--- config.mk ---
export PLATFORM = sky130hd
export DESIGN_NAME = usb_phy_irq_regs
export DESIGN_NICKNAME = d
export VERILOG_FILES = /design/src/hdl/usb_phy_irq_pkg.sv /design/src/hdl/usb_phy_irq_regs.sv
export SDC_FILE = /design/constraint.sdc
export NUM_CORES = 1
export LEC_CHECK = 0
export ABC_CLOCK_PERIOD_IN_PS = 4400
export BUFFER_PORTS_ARGS = -buffer_cell sky130_fd_sc_hd__buf_2
export CAP_MARGIN = 15
export CORE_MARGIN = 2
export CORE_UTILIZATION = 55
export DETAILED_ROUTE_END_ITERATION = 8
export PLACE_DENSITY = 0.89
export SETUP_SLACK_MARGIN = 0.05
export SYNTH_ARGS = -nofsm -noshare
export SYNTH_HDL_FRONTEND = slang
export SYNTH_SLANG_ARGS = --single-unit
--- constraint.sdc ---
create_clock -name clock_i -period 4.4 [get_ports clock_i]
set_input_delay 0.88 -clock clock_i [delete_from_list [all_inputs] [get_ports clock_i]]
set_output_delay 0.88 -clock clock_i [all_outputs]
set_load 0.02 [all_outputs]
--- src/hdl/usb_phy_irq_pkg.sv ---
// Shared constants and carriers of the PHY override and raw interrupt slice
package usb_phy_irq_pkg;
  // ===========================================
  // Register byte offsets
  localparam logic [7:0] OFS_DIRECT   = 8'h7c;
  localparam logic [7:0] OFS_OVERRIDE = 8'h80;
  localparam logic [7:0] OFS_TRIM     = 8'h84;
  localparam logic [7:0] OFS_RAW      = 8'h8c;
  localparam logic [7:0] OFS_IRQ_STAT = 8'ha0;
  localparam logic [7:0] OFS_IRQ_MASK = 8'ha4;
  // ===========================================
  // Field layouts and reset values
  localparam logic [31:0] DIRECT_WMASK   = 32'h0000_ff77;
  localparam logic [31:0] OVERRIDE_WMASK = 32'h0000_9fff;
  localparam logic [31:0] TRIM_WMASK     = 32'h0000_1f1f;
  localparam logic [31:0] RAW_WMASK      = 32'h000f_ffff;
  localparam logic [31:0] STICKY_MASK    = 32'h0002_e00f;
  localparam logic [31:0] OVERRIDE_RST   = 32'h0000_0000;
  localparam logic [31:0] DIRECT_RST     = 32'h0000_0000;
  localparam logic [4:0]  TRIM_RST       = 5'h1f;
  localparam int TRIM_MINUS_LSB = 8;
  localparam int TRIM_PLUS_LSB  = 0;
  // Raw interrupt bit positions
  localparam int RB_HALT_REFUSE = 19;
  localparam int RB_ABORT       = 18;
  localparam int RB_SOF_DEV     = 17;
  localparam int RB_SETUP       = 16;
  localparam int RB_WAKE_UP     = 15;
  localparam int RB_SLEEP       = 14;
  localparam int RB_ATTACH      = 13;
  localparam int RB_ENG_LSB     = 5;
  localparam int RB_BUF_DONE    = 4;
  localparam int RB_TXN_DONE    = 3;
  localparam int RB_SOF_HOST    = 2;
  localparam int RB_REMOTE_WAKE = 1;
  localparam int RB_DS_ATTACH   = 0;
  // Override bit i selects this bit of the direct-value register
  localparam int DIRECT_BIT [16] = '{0, 4, 1, 2, 6, 8, 9, 10, 11, 12, 13, 14, 5, 0, 0, 15};
  // ===========================================
  // Carriers
  typedef struct packed {
    logic transmit_differential_select;
    logic [1:0] unused;
    logic dm_pullup_en;
    logic tx_fsslew;
    logic tx_pd;
    logic rx_pd;
    logic tx_dm;
    logic tx_dp;
    logic tx_dm_oe;
    logic tx_dp_oe;
    logic dm_pulldn_en;
    logic dp_pulldn_en;
    logic dp_pullup_en;
    logic dm_pullup_hisel;
    logic dp_pullup_hisel;
  } phy_ctrl_s;
  typedef struct packed {
    logic [4:0] minus_line_pulldown_code;
    logic [4:0] plus_line_pulldown_code;
  } phy_trim_s;
  typedef struct packed {
    logic        host_role;
    logic [31:0] endpoint_halt_refuse_flags;
    logic [31:0] abort_done_flags;
    logic [31:0] buffer_done_flags;
    logic        frame_start_rx;
    logic        frame_start_tx;
    logic        wake_from_upstream;
    logic        remote_wake;
    logic        sleep_state;
    logic        attach_state;
    logic [1:0]  speed;
    logic        transaction_finished;
    logic [8:0]  engine_flags;
  } ctrl_events_s;
  typedef struct packed {
    logic frame_num_read;
    logic resume_write;
    logic suspended_write;
    logic connected_write;
    logic txn_done_write;
    logic speed_write;
  } ctrl_clears_s;
endpackage

--- src/hdl/usb_phy_irq_regs.sv ---
// PHY override, pull-down trim and raw interrupt register slice
// Contract
// - Enabled override drives PHY from direct value, else from normal logic. The code ties unused bits 14:13 to 0.
// - Direct-value register holds software levels, used only where overridden.
// - Bits 12:8 trim code, reset 0x1f, drive minus-line pull-down.
// - Bits 4:0 trim code, reset 0x1f, drive plus-line pull-down.
// - Bit 19 is OR of endpoint halt-or-refuse flags.
// - Bit 18 is OR of endpoint abort-done flags.
// - Device role: bit 17 sets on frame start, clears on frame-number read.
// - Bit 15 sets on upstream resume, clears on engine resume write.
// - Bit 14 sets on sleep state change, clears on suspended write.
// - Bit 13 sets on attach change, clears on connected write.
// - Bit 4 is OR of endpoint buffer-done flags.
// - Bit 3 sets on transaction finished, clears on its write.
// - Host role: bit 2 sets on sent frame start, clears on frame-number read.
// - Host role: bit 1 sets on remote wake, clears on resume write.
// - Host role: bit 0 sets on speed change, clears on speed write.
`timescale 1ns/1ps
module usb_phy_irq_regs
  import usb_phy_irq_pkg::*;
(
  input  wire logic         clock_i,
  input  wire logic         reset_i,
  input  wire logic         ce_i,
  input  wire logic [7:0]   address_i,
  input  wire logic         read_i,
  input  wire logic         write_i,
  input  wire logic [31:0]  writedata_i,
  input  wire logic [3:0]   byteenable_i,
  output logic [31:0]       readdata_o,
  output logic              waitrequest_o,
  input  wire phy_ctrl_s    phy_normal_i,
  output phy_ctrl_s         phy_ctrl_o,
  output phy_trim_s         phy_trim_o,
  input  wire ctrl_events_s events_i,
  input  wire ctrl_clears_s clears_i,
  output logic              irq_o
);
  // ===========================================
  // Bus slave: one wait cycle per access
  logic        ack_q;
  logic        req;
  logic        commit;
  logic [31:0] be_bits;
  assign req           = read_i | write_i;
  assign commit        = req & ack_q & ce_i;
  assign waitrequest_o = req & ~(ack_q & ce_i);
  assign be_bits       = {{8{byteenable_i[3]}}, {8{byteenable_i[2]}},
                          {8{byteenable_i[1]}}, {8{byteenable_i[0]}}};

  always_ff @(posedge clock_i)
  begin
    if (reset_i)
      ack_q <= 1'b0;
    else if (ce_i)
      ack_q <= req & ~ack_q;
  end

  function automatic logic [31:0] merge(input logic [31:0] old_v,
                                        input logic [31:0] new_v,
                                        input logic [31:0] keep);
    merge = ((old_v & ~keep) | (new_v & keep));
  endfunction

  logic wr_direct;
  logic wr_ovr;
  logic wr_trim;
  logic wr_stat;
  logic wr_mask;
  assign wr_direct = commit & write_i & (address_i == OFS_DIRECT);
  assign wr_ovr    = commit & write_i & (address_i == OFS_OVERRIDE);
  assign wr_trim   = commit & write_i & (address_i == OFS_TRIM);
  assign wr_stat   = commit & write_i & (address_i == OFS_IRQ_STAT);
  assign wr_mask   = commit & write_i & (address_i == OFS_IRQ_MASK);

  // ===========================================
  // Software registers
  logic [31:0] direct_q;
  logic [31:0] ovr_q;
  logic [31:0] trim_q;

  always_ff @(posedge clock_i)
  begin
    if (reset_i)
    begin
      direct_q <= DIRECT_RST;
      ovr_q    <= OVERRIDE_RST;
      trim_q   <= {19'h0_0000, TRIM_RST, 3'h0, TRIM_RST};
    end
    else if (ce_i)
    begin
      if (wr_direct)
        direct_q <= merge(direct_q, writedata_i, be_bits & DIRECT_WMASK);
      if (wr_ovr)
        ovr_q <= merge(ovr_q, writedata_i, be_bits & OVERRIDE_WMASK);
      if (wr_trim)
        trim_q <= merge(trim_q, writedata_i, be_bits & TRIM_WMASK);
    end
  end

  // ===========================================
  // PHY control selection
  logic [15:0] normal_v;
  logic [15:0] phy_d;
  logic [15:0] phy_q;
  assign normal_v = phy_normal_i;

  for (genvar i = 0; i < 16; i++)
  begin : g_sel
    if (OVERRIDE_WMASK[i])
    begin : g_used
      assign phy_d[i] = ovr_q[i] ? direct_q[DIRECT_BIT[i]] : normal_v[i];
    end
    else
    begin : g_none
      assign phy_d[i] = 1'b0;
    end
  end

  always_ff @(posedge clock_i)
  begin
    if (reset_i)
      phy_q <= 16'h0000;
    else if (ce_i)
      phy_q <= phy_d;
  end
  assign phy_ctrl_o = phy_q;
  assign phy_trim_o.minus_line_pulldown_code = trim_q[TRIM_MINUS_LSB +: 5];
  assign phy_trim_o.plus_line_pulldown_code  = trim_q[TRIM_PLUS_LSB +: 5];

  // ===========================================
  // Raw interrupt register
  logic        sleep_q;
  logic        attach_q;
  logic [1:0]  speed_q;
  logic [31:0] sticky_set;
  logic [31:0] sticky_clr;
  logic [31:0] sticky_q;
  logic [31:0] raw;
  logic        host;
  assign host = events_i.host_role;

  always_comb
  begin
    sticky_set = 32'h0000_0000;
    sticky_clr = 32'h0000_0000;
    sticky_set[RB_SOF_DEV]     = events_i.frame_start_rx & ~host;
    sticky_set[RB_WAKE_UP]     = events_i.wake_from_upstream;
    sticky_set[RB_SLEEP]       = events_i.sleep_state != sleep_q;
    sticky_set[RB_ATTACH]      = events_i.attach_state != attach_q;
    sticky_set[RB_TXN_DONE]    = events_i.transaction_finished;
    sticky_set[RB_SOF_HOST]    = events_i.frame_start_tx & host;
    sticky_set[RB_REMOTE_WAKE] = events_i.remote_wake & host;
    sticky_set[RB_DS_ATTACH]   = host & (events_i.speed != speed_q);
    sticky_clr[RB_SOF_DEV]     = clears_i.frame_num_read;
    sticky_clr[RB_WAKE_UP]     = clears_i.resume_write;
    sticky_clr[RB_SLEEP]       = clears_i.suspended_write;
    sticky_clr[RB_ATTACH]      = clears_i.connected_write;
    sticky_clr[RB_TXN_DONE]    = clears_i.txn_done_write;
    sticky_clr[RB_SOF_HOST]    = clears_i.frame_num_read;
    sticky_clr[RB_REMOTE_WAKE] = clears_i.resume_write;
    sticky_clr[RB_DS_ATTACH]   = clears_i.speed_write;
  end

  always_ff @(posedge clock_i)
  begin
    if (reset_i)
    begin
      sticky_q <= 32'h0000_0000;
      sleep_q  <= 1'b0;
      attach_q <= 1'b0;
      speed_q  <= 2'h0;
    end
    else if (ce_i)
    begin
      // Set wins over a clear in the same cycle
      sticky_q <= ((sticky_q & ~sticky_clr) | sticky_set) & STICKY_MASK;
      sleep_q  <= events_i.sleep_state;
      attach_q <= events_i.attach_state;
      speed_q  <= events_i.speed;
    end
  end

  always_comb
  begin
    raw = sticky_q & STICKY_MASK;
    raw[RB_HALT_REFUSE] = |events_i.endpoint_halt_refuse_flags;
    raw[RB_ABORT]       = |events_i.abort_done_flags;
    raw[RB_SETUP]       = events_i.engine_flags[8];
    raw[12:RB_ENG_LSB]  = events_i.engine_flags[7:0];
    raw[RB_BUF_DONE]    = |events_i.buffer_done_flags;
    raw = raw & RAW_WMASK;
  end

  // ===========================================
  // Interrupt status, mask and output
  logic [31:0] raw_q;
  logic [31:0] stat_q;
  logic [31:0] mask_q;
  logic [31:0] rise;
  assign rise = raw & ~raw_q;

  always_ff @(posedge clock_i)
  begin
    if (reset_i)
    begin
      raw_q  <= 32'h0000_0000;
      stat_q <= 32'h0000_0000;
      mask_q <= 32'h0000_0000;
    end
    else if (ce_i)
    begin
      raw_q <= raw;
      if (wr_stat)
        stat_q <= (stat_q & ~(writedata_i & be_bits)) | rise;
      else
        stat_q <= stat_q | rise;
      if (wr_mask)
        mask_q <= merge(mask_q, writedata_i, be_bits & RAW_WMASK);
    end
  end
  assign irq_o = |(stat_q & mask_q);

  // ===========================================
  // Read data, registered in the wait cycle
  logic [31:0] rdata_q;
  logic [31:0] rdata_d;

  always_comb
  begin
    case (address_i)
      OFS_DIRECT:   rdata_d = direct_q;
      OFS_OVERRIDE: rdata_d = ovr_q;
      OFS_TRIM:     rdata_d = trim_q;
      OFS_RAW:      rdata_d = raw;
      OFS_IRQ_STAT: rdata_d = stat_q;
      OFS_IRQ_MASK: rdata_d = mask_q;
      default:      rdata_d = 32'h0000_0000;
    endcase
  end

  always_ff @(posedge clock_i)
  begin
    if (reset_i)
      rdata_q <= 32'h0000_0000;
    else if (ce_i & read_i & ~ack_q)
      rdata_q <= rdata_d;
  end
  assign readdata_o = rdata_q;
endmodule

==> qor.tcl <==
set qor(finalHoldViolCount) 0
set qor(ff2ff_path_depth) 4
set qor(drt-vias-per-instance) 5.77
set qor(timing_worst_setup_path_type) {primary input to register}
set qor(yosys_warning_count) 0
set qor(dpl.cell_count) 1207
set qor(fmax_mhz) 342
set qor(antenna_violating_nets_left) 0
set qor(worst-r2r-setup-slack_ns) 2.21
set qor(synth-async-reset-ratio) 0
set qor(core_um2) 13700
set qor(fp.dieArea_um2) 14800
set qor(antenna_found_initial) 1
set qor(die_h_um) 122
set qor(drt_drc_violations_left) 0
set qor(grt_pass1_wl_um) 34900
set qor(min_period_over_period) 0.665
set qor(max_cap_violations) 0
set qor(post_cts_resized) 0
set qor(cts.reportedPaths.clkPinSlew_ns) 0.06
set qor(clockBufferDepth) 2
set qor(crit_path_max_incr_delay_ns) 0.75
set qor(seq_area_frac_synth) 0.444
set qor(postSynth.topFlopCell) {sky130_fd_sc_hd__dfxtp_1}
set qor(timing.max_slew.rel_slack) 0.338
set qor(synth_area_um2) 7620
set qor(finalClockSkew_ns) 0.00526
set qor(via_count_of_the_first_global_routing_pass) 6580
set qor(cellPowerDensity_nw_per_um2) 357
set qor(initialDrtViolationCount) 759
set qor(gpl.final_weighted_congestion) 0.964
set qor(final_nets) 1232
set qor(grtUsageTotal) 0.310
set qor(tritoncts) {built}
set qor(dr_total_vias) 7151
set qor(numClockSinks) 169
set qor(series_of_cell_instances_along_the_critical_path) {buf_2, or4b_1, or3_1, mux2i_1, nor2_1}
set qor(netlist-cell-type-count) 52
set qor(synth_enable_flop_cells) 0
set qor(worst_margin_slew_ns) 0.994
set qor(drive_above_1_share) 0.283
set qor(globalRouteOverflowTotal) 0
set qor(critical_path.max_fanout) 27
set qor(synth_top_cells_by_area) {sky130_fd_sc_hd__dfxtp_1 (44%), sky130_fd_sc_hd__mux2i_1 (12%), sky130_fd_sc_hd__nor2_1 (6.4%)}
set qor(postSynthAreaPerCell_um2) 9.16
set qor(min_delay_worst_type) {register to register}
set qor(die_w_um) 122
set qor(dp.final_hpwl_um) 16700
set qor(yosysTopAreaCell) {sky130_fd_sc_hd__dfxtp_1}
set qor(area.sequential_um2) 3380
set qor(postCtsSetupRepairBufs) 0
set qor(run_status) {finished clean}
set qor(post_layout_nonfiller_instances) 1240
set qor(cts_hold_repair.buffers) 0
set qor(multi_input_area_um2) 3830
set qor(required_ns) 4.68
set qor(placement.cell_area_um2) 8860
set qor(synth_common_cells) {sky130_fd_sc_hd__dfxtp_1 (169), sky130_fd_sc_hd__nor2_1 (129), sky130_fd_sc_hd__mux2i_1 (94)}
set qor(critPathArrivalTime_ns) 3.20
set qor(post_synth_inst_count) 832
set qor(wl_per_cell_um) 18.3
set qor(timing_max_transition_violations_final) 0
set qor(final.min_clock_period_ns) 2.92
set qor(totalPowerFinal_mw) 3.37
set qor(vdd_ir_drop_max_uv) 265
set qor(setup_total_negative_slack_ns) 0
set qor(synth.top_cell.area_share) 0.444
set qor(layout-area-overhead-vs-synth_pct) 23.7
set qor(worst_setup_path_startpoint) {address_i[2]}
set qor(cts_max_level) 4
set qor(total_leakage_power_nw) 3.97
set qor(setup_viol_count_final) 0
set qor(grt_max_degree) 95
set qor(floorplan.initialDensity) 0.556
set qor(detailedRoute.firstPassIterationCount) 5
set qor(slowest_stage) {sky130_fd_sc_hd__or4b_1}
set qor(rr_startpoint) {ack_q$_SDFFE_PP0P_}
set qor(std_cell_rows) 43
set qor(number_of_i_o_port_buffers) 241
set qor(number_of_placed_i_o_pins) 246
set qor(cts-buffers-inserted) 17
set qor(critical_path.endpoint_type) {register}
set qor(cts_root_buf) {sky130_fd_sc_hd__clkbuf_16}
set qor(drt-total-wl_um) 22700
set qor(postLayoutCellArea_um2) 9430
set qor(timing.critical_path.from_type) {primary input}
set qor(filler_cell_count) 1096
set qor(worst_skew_pair.late_latency_ns) 0.43
set qor(most_numerous_cell_in_the_yosys_netlist) {sky130_fd_sc_hd__dfxtp_1}
set qor(flop_and_latch_count_out_of_synthesis) 169
set qor(core_util_final) 0.687
set qor(grt_setup_unrepaired) {no}
## critical path: cells and delay by family
| family | cells | cell delay (ns) |
|---|---|---|
| and+or+nand+nor | 3 | 1.50 |
| buffers and inverters | 1 | 0.52 |
| muxes | 1 | 0.28 |
## area by class of cell
type / count / share of cell area
diodes: 1 / 0.000265
clock buffers: 22 / 0.0471
clock inverters: 10 / 0.0126
inverters: 36 / 0.0143
multi-input cells: 571 / 0.407
flip-flops and latches: 169 / 0.359
well taps: 180 / 0.0239
repair buffers: 251 / 0.136
## where the power goes
part / internal, mW / switching (mW)
logic: 0.136 / 0.185
registers: 1.57 / 0.0301
clock network: 0.837 / 0.607
total: 2.55 / 0.822
## metrics by stage
stage / worst slack (ns) / hold WS [ns]
6_report: 1.48 / 0.448
5_1_grt: 1.37 / 0.461
4_1_cts: 1.53 / 0.452
3_5_place_dp: 1.15 / 0.437
3_3_place_gp: 1.16 / 0.432
2_1_floorplan: 1.73 / 0.426
## routing by layer
metal	GRT usage	share of wire	wire length, µm	vias up
met4	0.138	0.032	728	0
met5	0	0	0	-
li1	-	-	-	3447
met1	0.418	0.43	9730	3301
met2	0.479	0.45	10300	350
met3	0.0679	0.087	1980	53
## placed cells by master, fill, tap and decap left out, types with 6 or more instances in the layout
cell type / instances
sky130_fd_sc_hd__nor2b_1: 13
sky130_fd_sc_hd__nand2b_1: 13
sky130_fd_sc_hd__or3_1: 6
sky130_fd_sc_hd__inv_1: 36
sky130_fd_sc_hd__a21oi_1: 38
sky130_fd_sc_hd__a211o_1: 10
sky130_fd_sc_hd__dfxtp_1: 169
sky130_fd_sc_hd__nand3b_1: 20
sky130_fd_sc_hd__mux2_2: 6
sky130_fd_sc_hd__nand4_1: 11
sky130_fd_sc_hd__buf_2: 239
sky130_fd_sc_hd__a221oi_1: 10
sky130_fd_sc_hd__a22oi_1: 27
sky130_fd_sc_hd__a211oi_1: 22
sky130_fd_sc_hd__buf_4: 12
sky130_fd_sc_hd__nor4_1: 26
sky130_fd_sc_hd__o21ai_0: 31
sky130_fd_sc_hd__nand2_1: 25
sky130_fd_sc_hd__mux2i_1: 94
sky130_fd_sc_hd__nor2_1: 129
sky130_fd_sc_hd__nor3_1: 11
sky130_fd_sc_hd__clkbuf_16: 17
sky130_fd_sc_hd__o211ai_1: 7
## worst min path at each step
stage                     slack [ns]                  startpoint                          to  depth (start not counted)
after detailed placement        0.44  readdata_o[5]$_SDFFE_PP0P_  readdata_o[5]$_SDFFE_PP0P_                          2
after global routing            0.46     stat_q[20]$_SDFFE_PP0P_     stat_q[20]$_SDFFE_PP0P_                          2
final                           0.45  readdata_o[5]$_SDFFE_PP0P_  readdata_o[5]$_SDFFE_PP0P_                          2
after floorplan                 0.43     stat_q[20]$_SDFFE_PP0P_     stat_q[20]$_SDFFE_PP0P_                          2
after CTS                       0.45     stat_q[21]$_SDFFE_PP0P_     stat_q[21]$_SDFFE_PP0P_                          2
after global placement          0.43  readdata_o[5]$_SDFFE_PP0P_  readdata_o[5]$_SDFFE_PP0P_                          2
## kinds of logic after synthesis
| family | after synthesis | share of synthesized area |
|---|---|---|
| simple gates | 288 | 0.201 |
| compound gates | 175 | 0.159 |
| flops | 169 | 0.444 |
| mux | 102 | 0.138 |
| buf+inv | 93 | 0.0537 |
| xor+xnor | 4 | 0.00459 |
| other cells | 1 | 0.000492 |
Note: power is estimated with default switching activity, not from simulation.
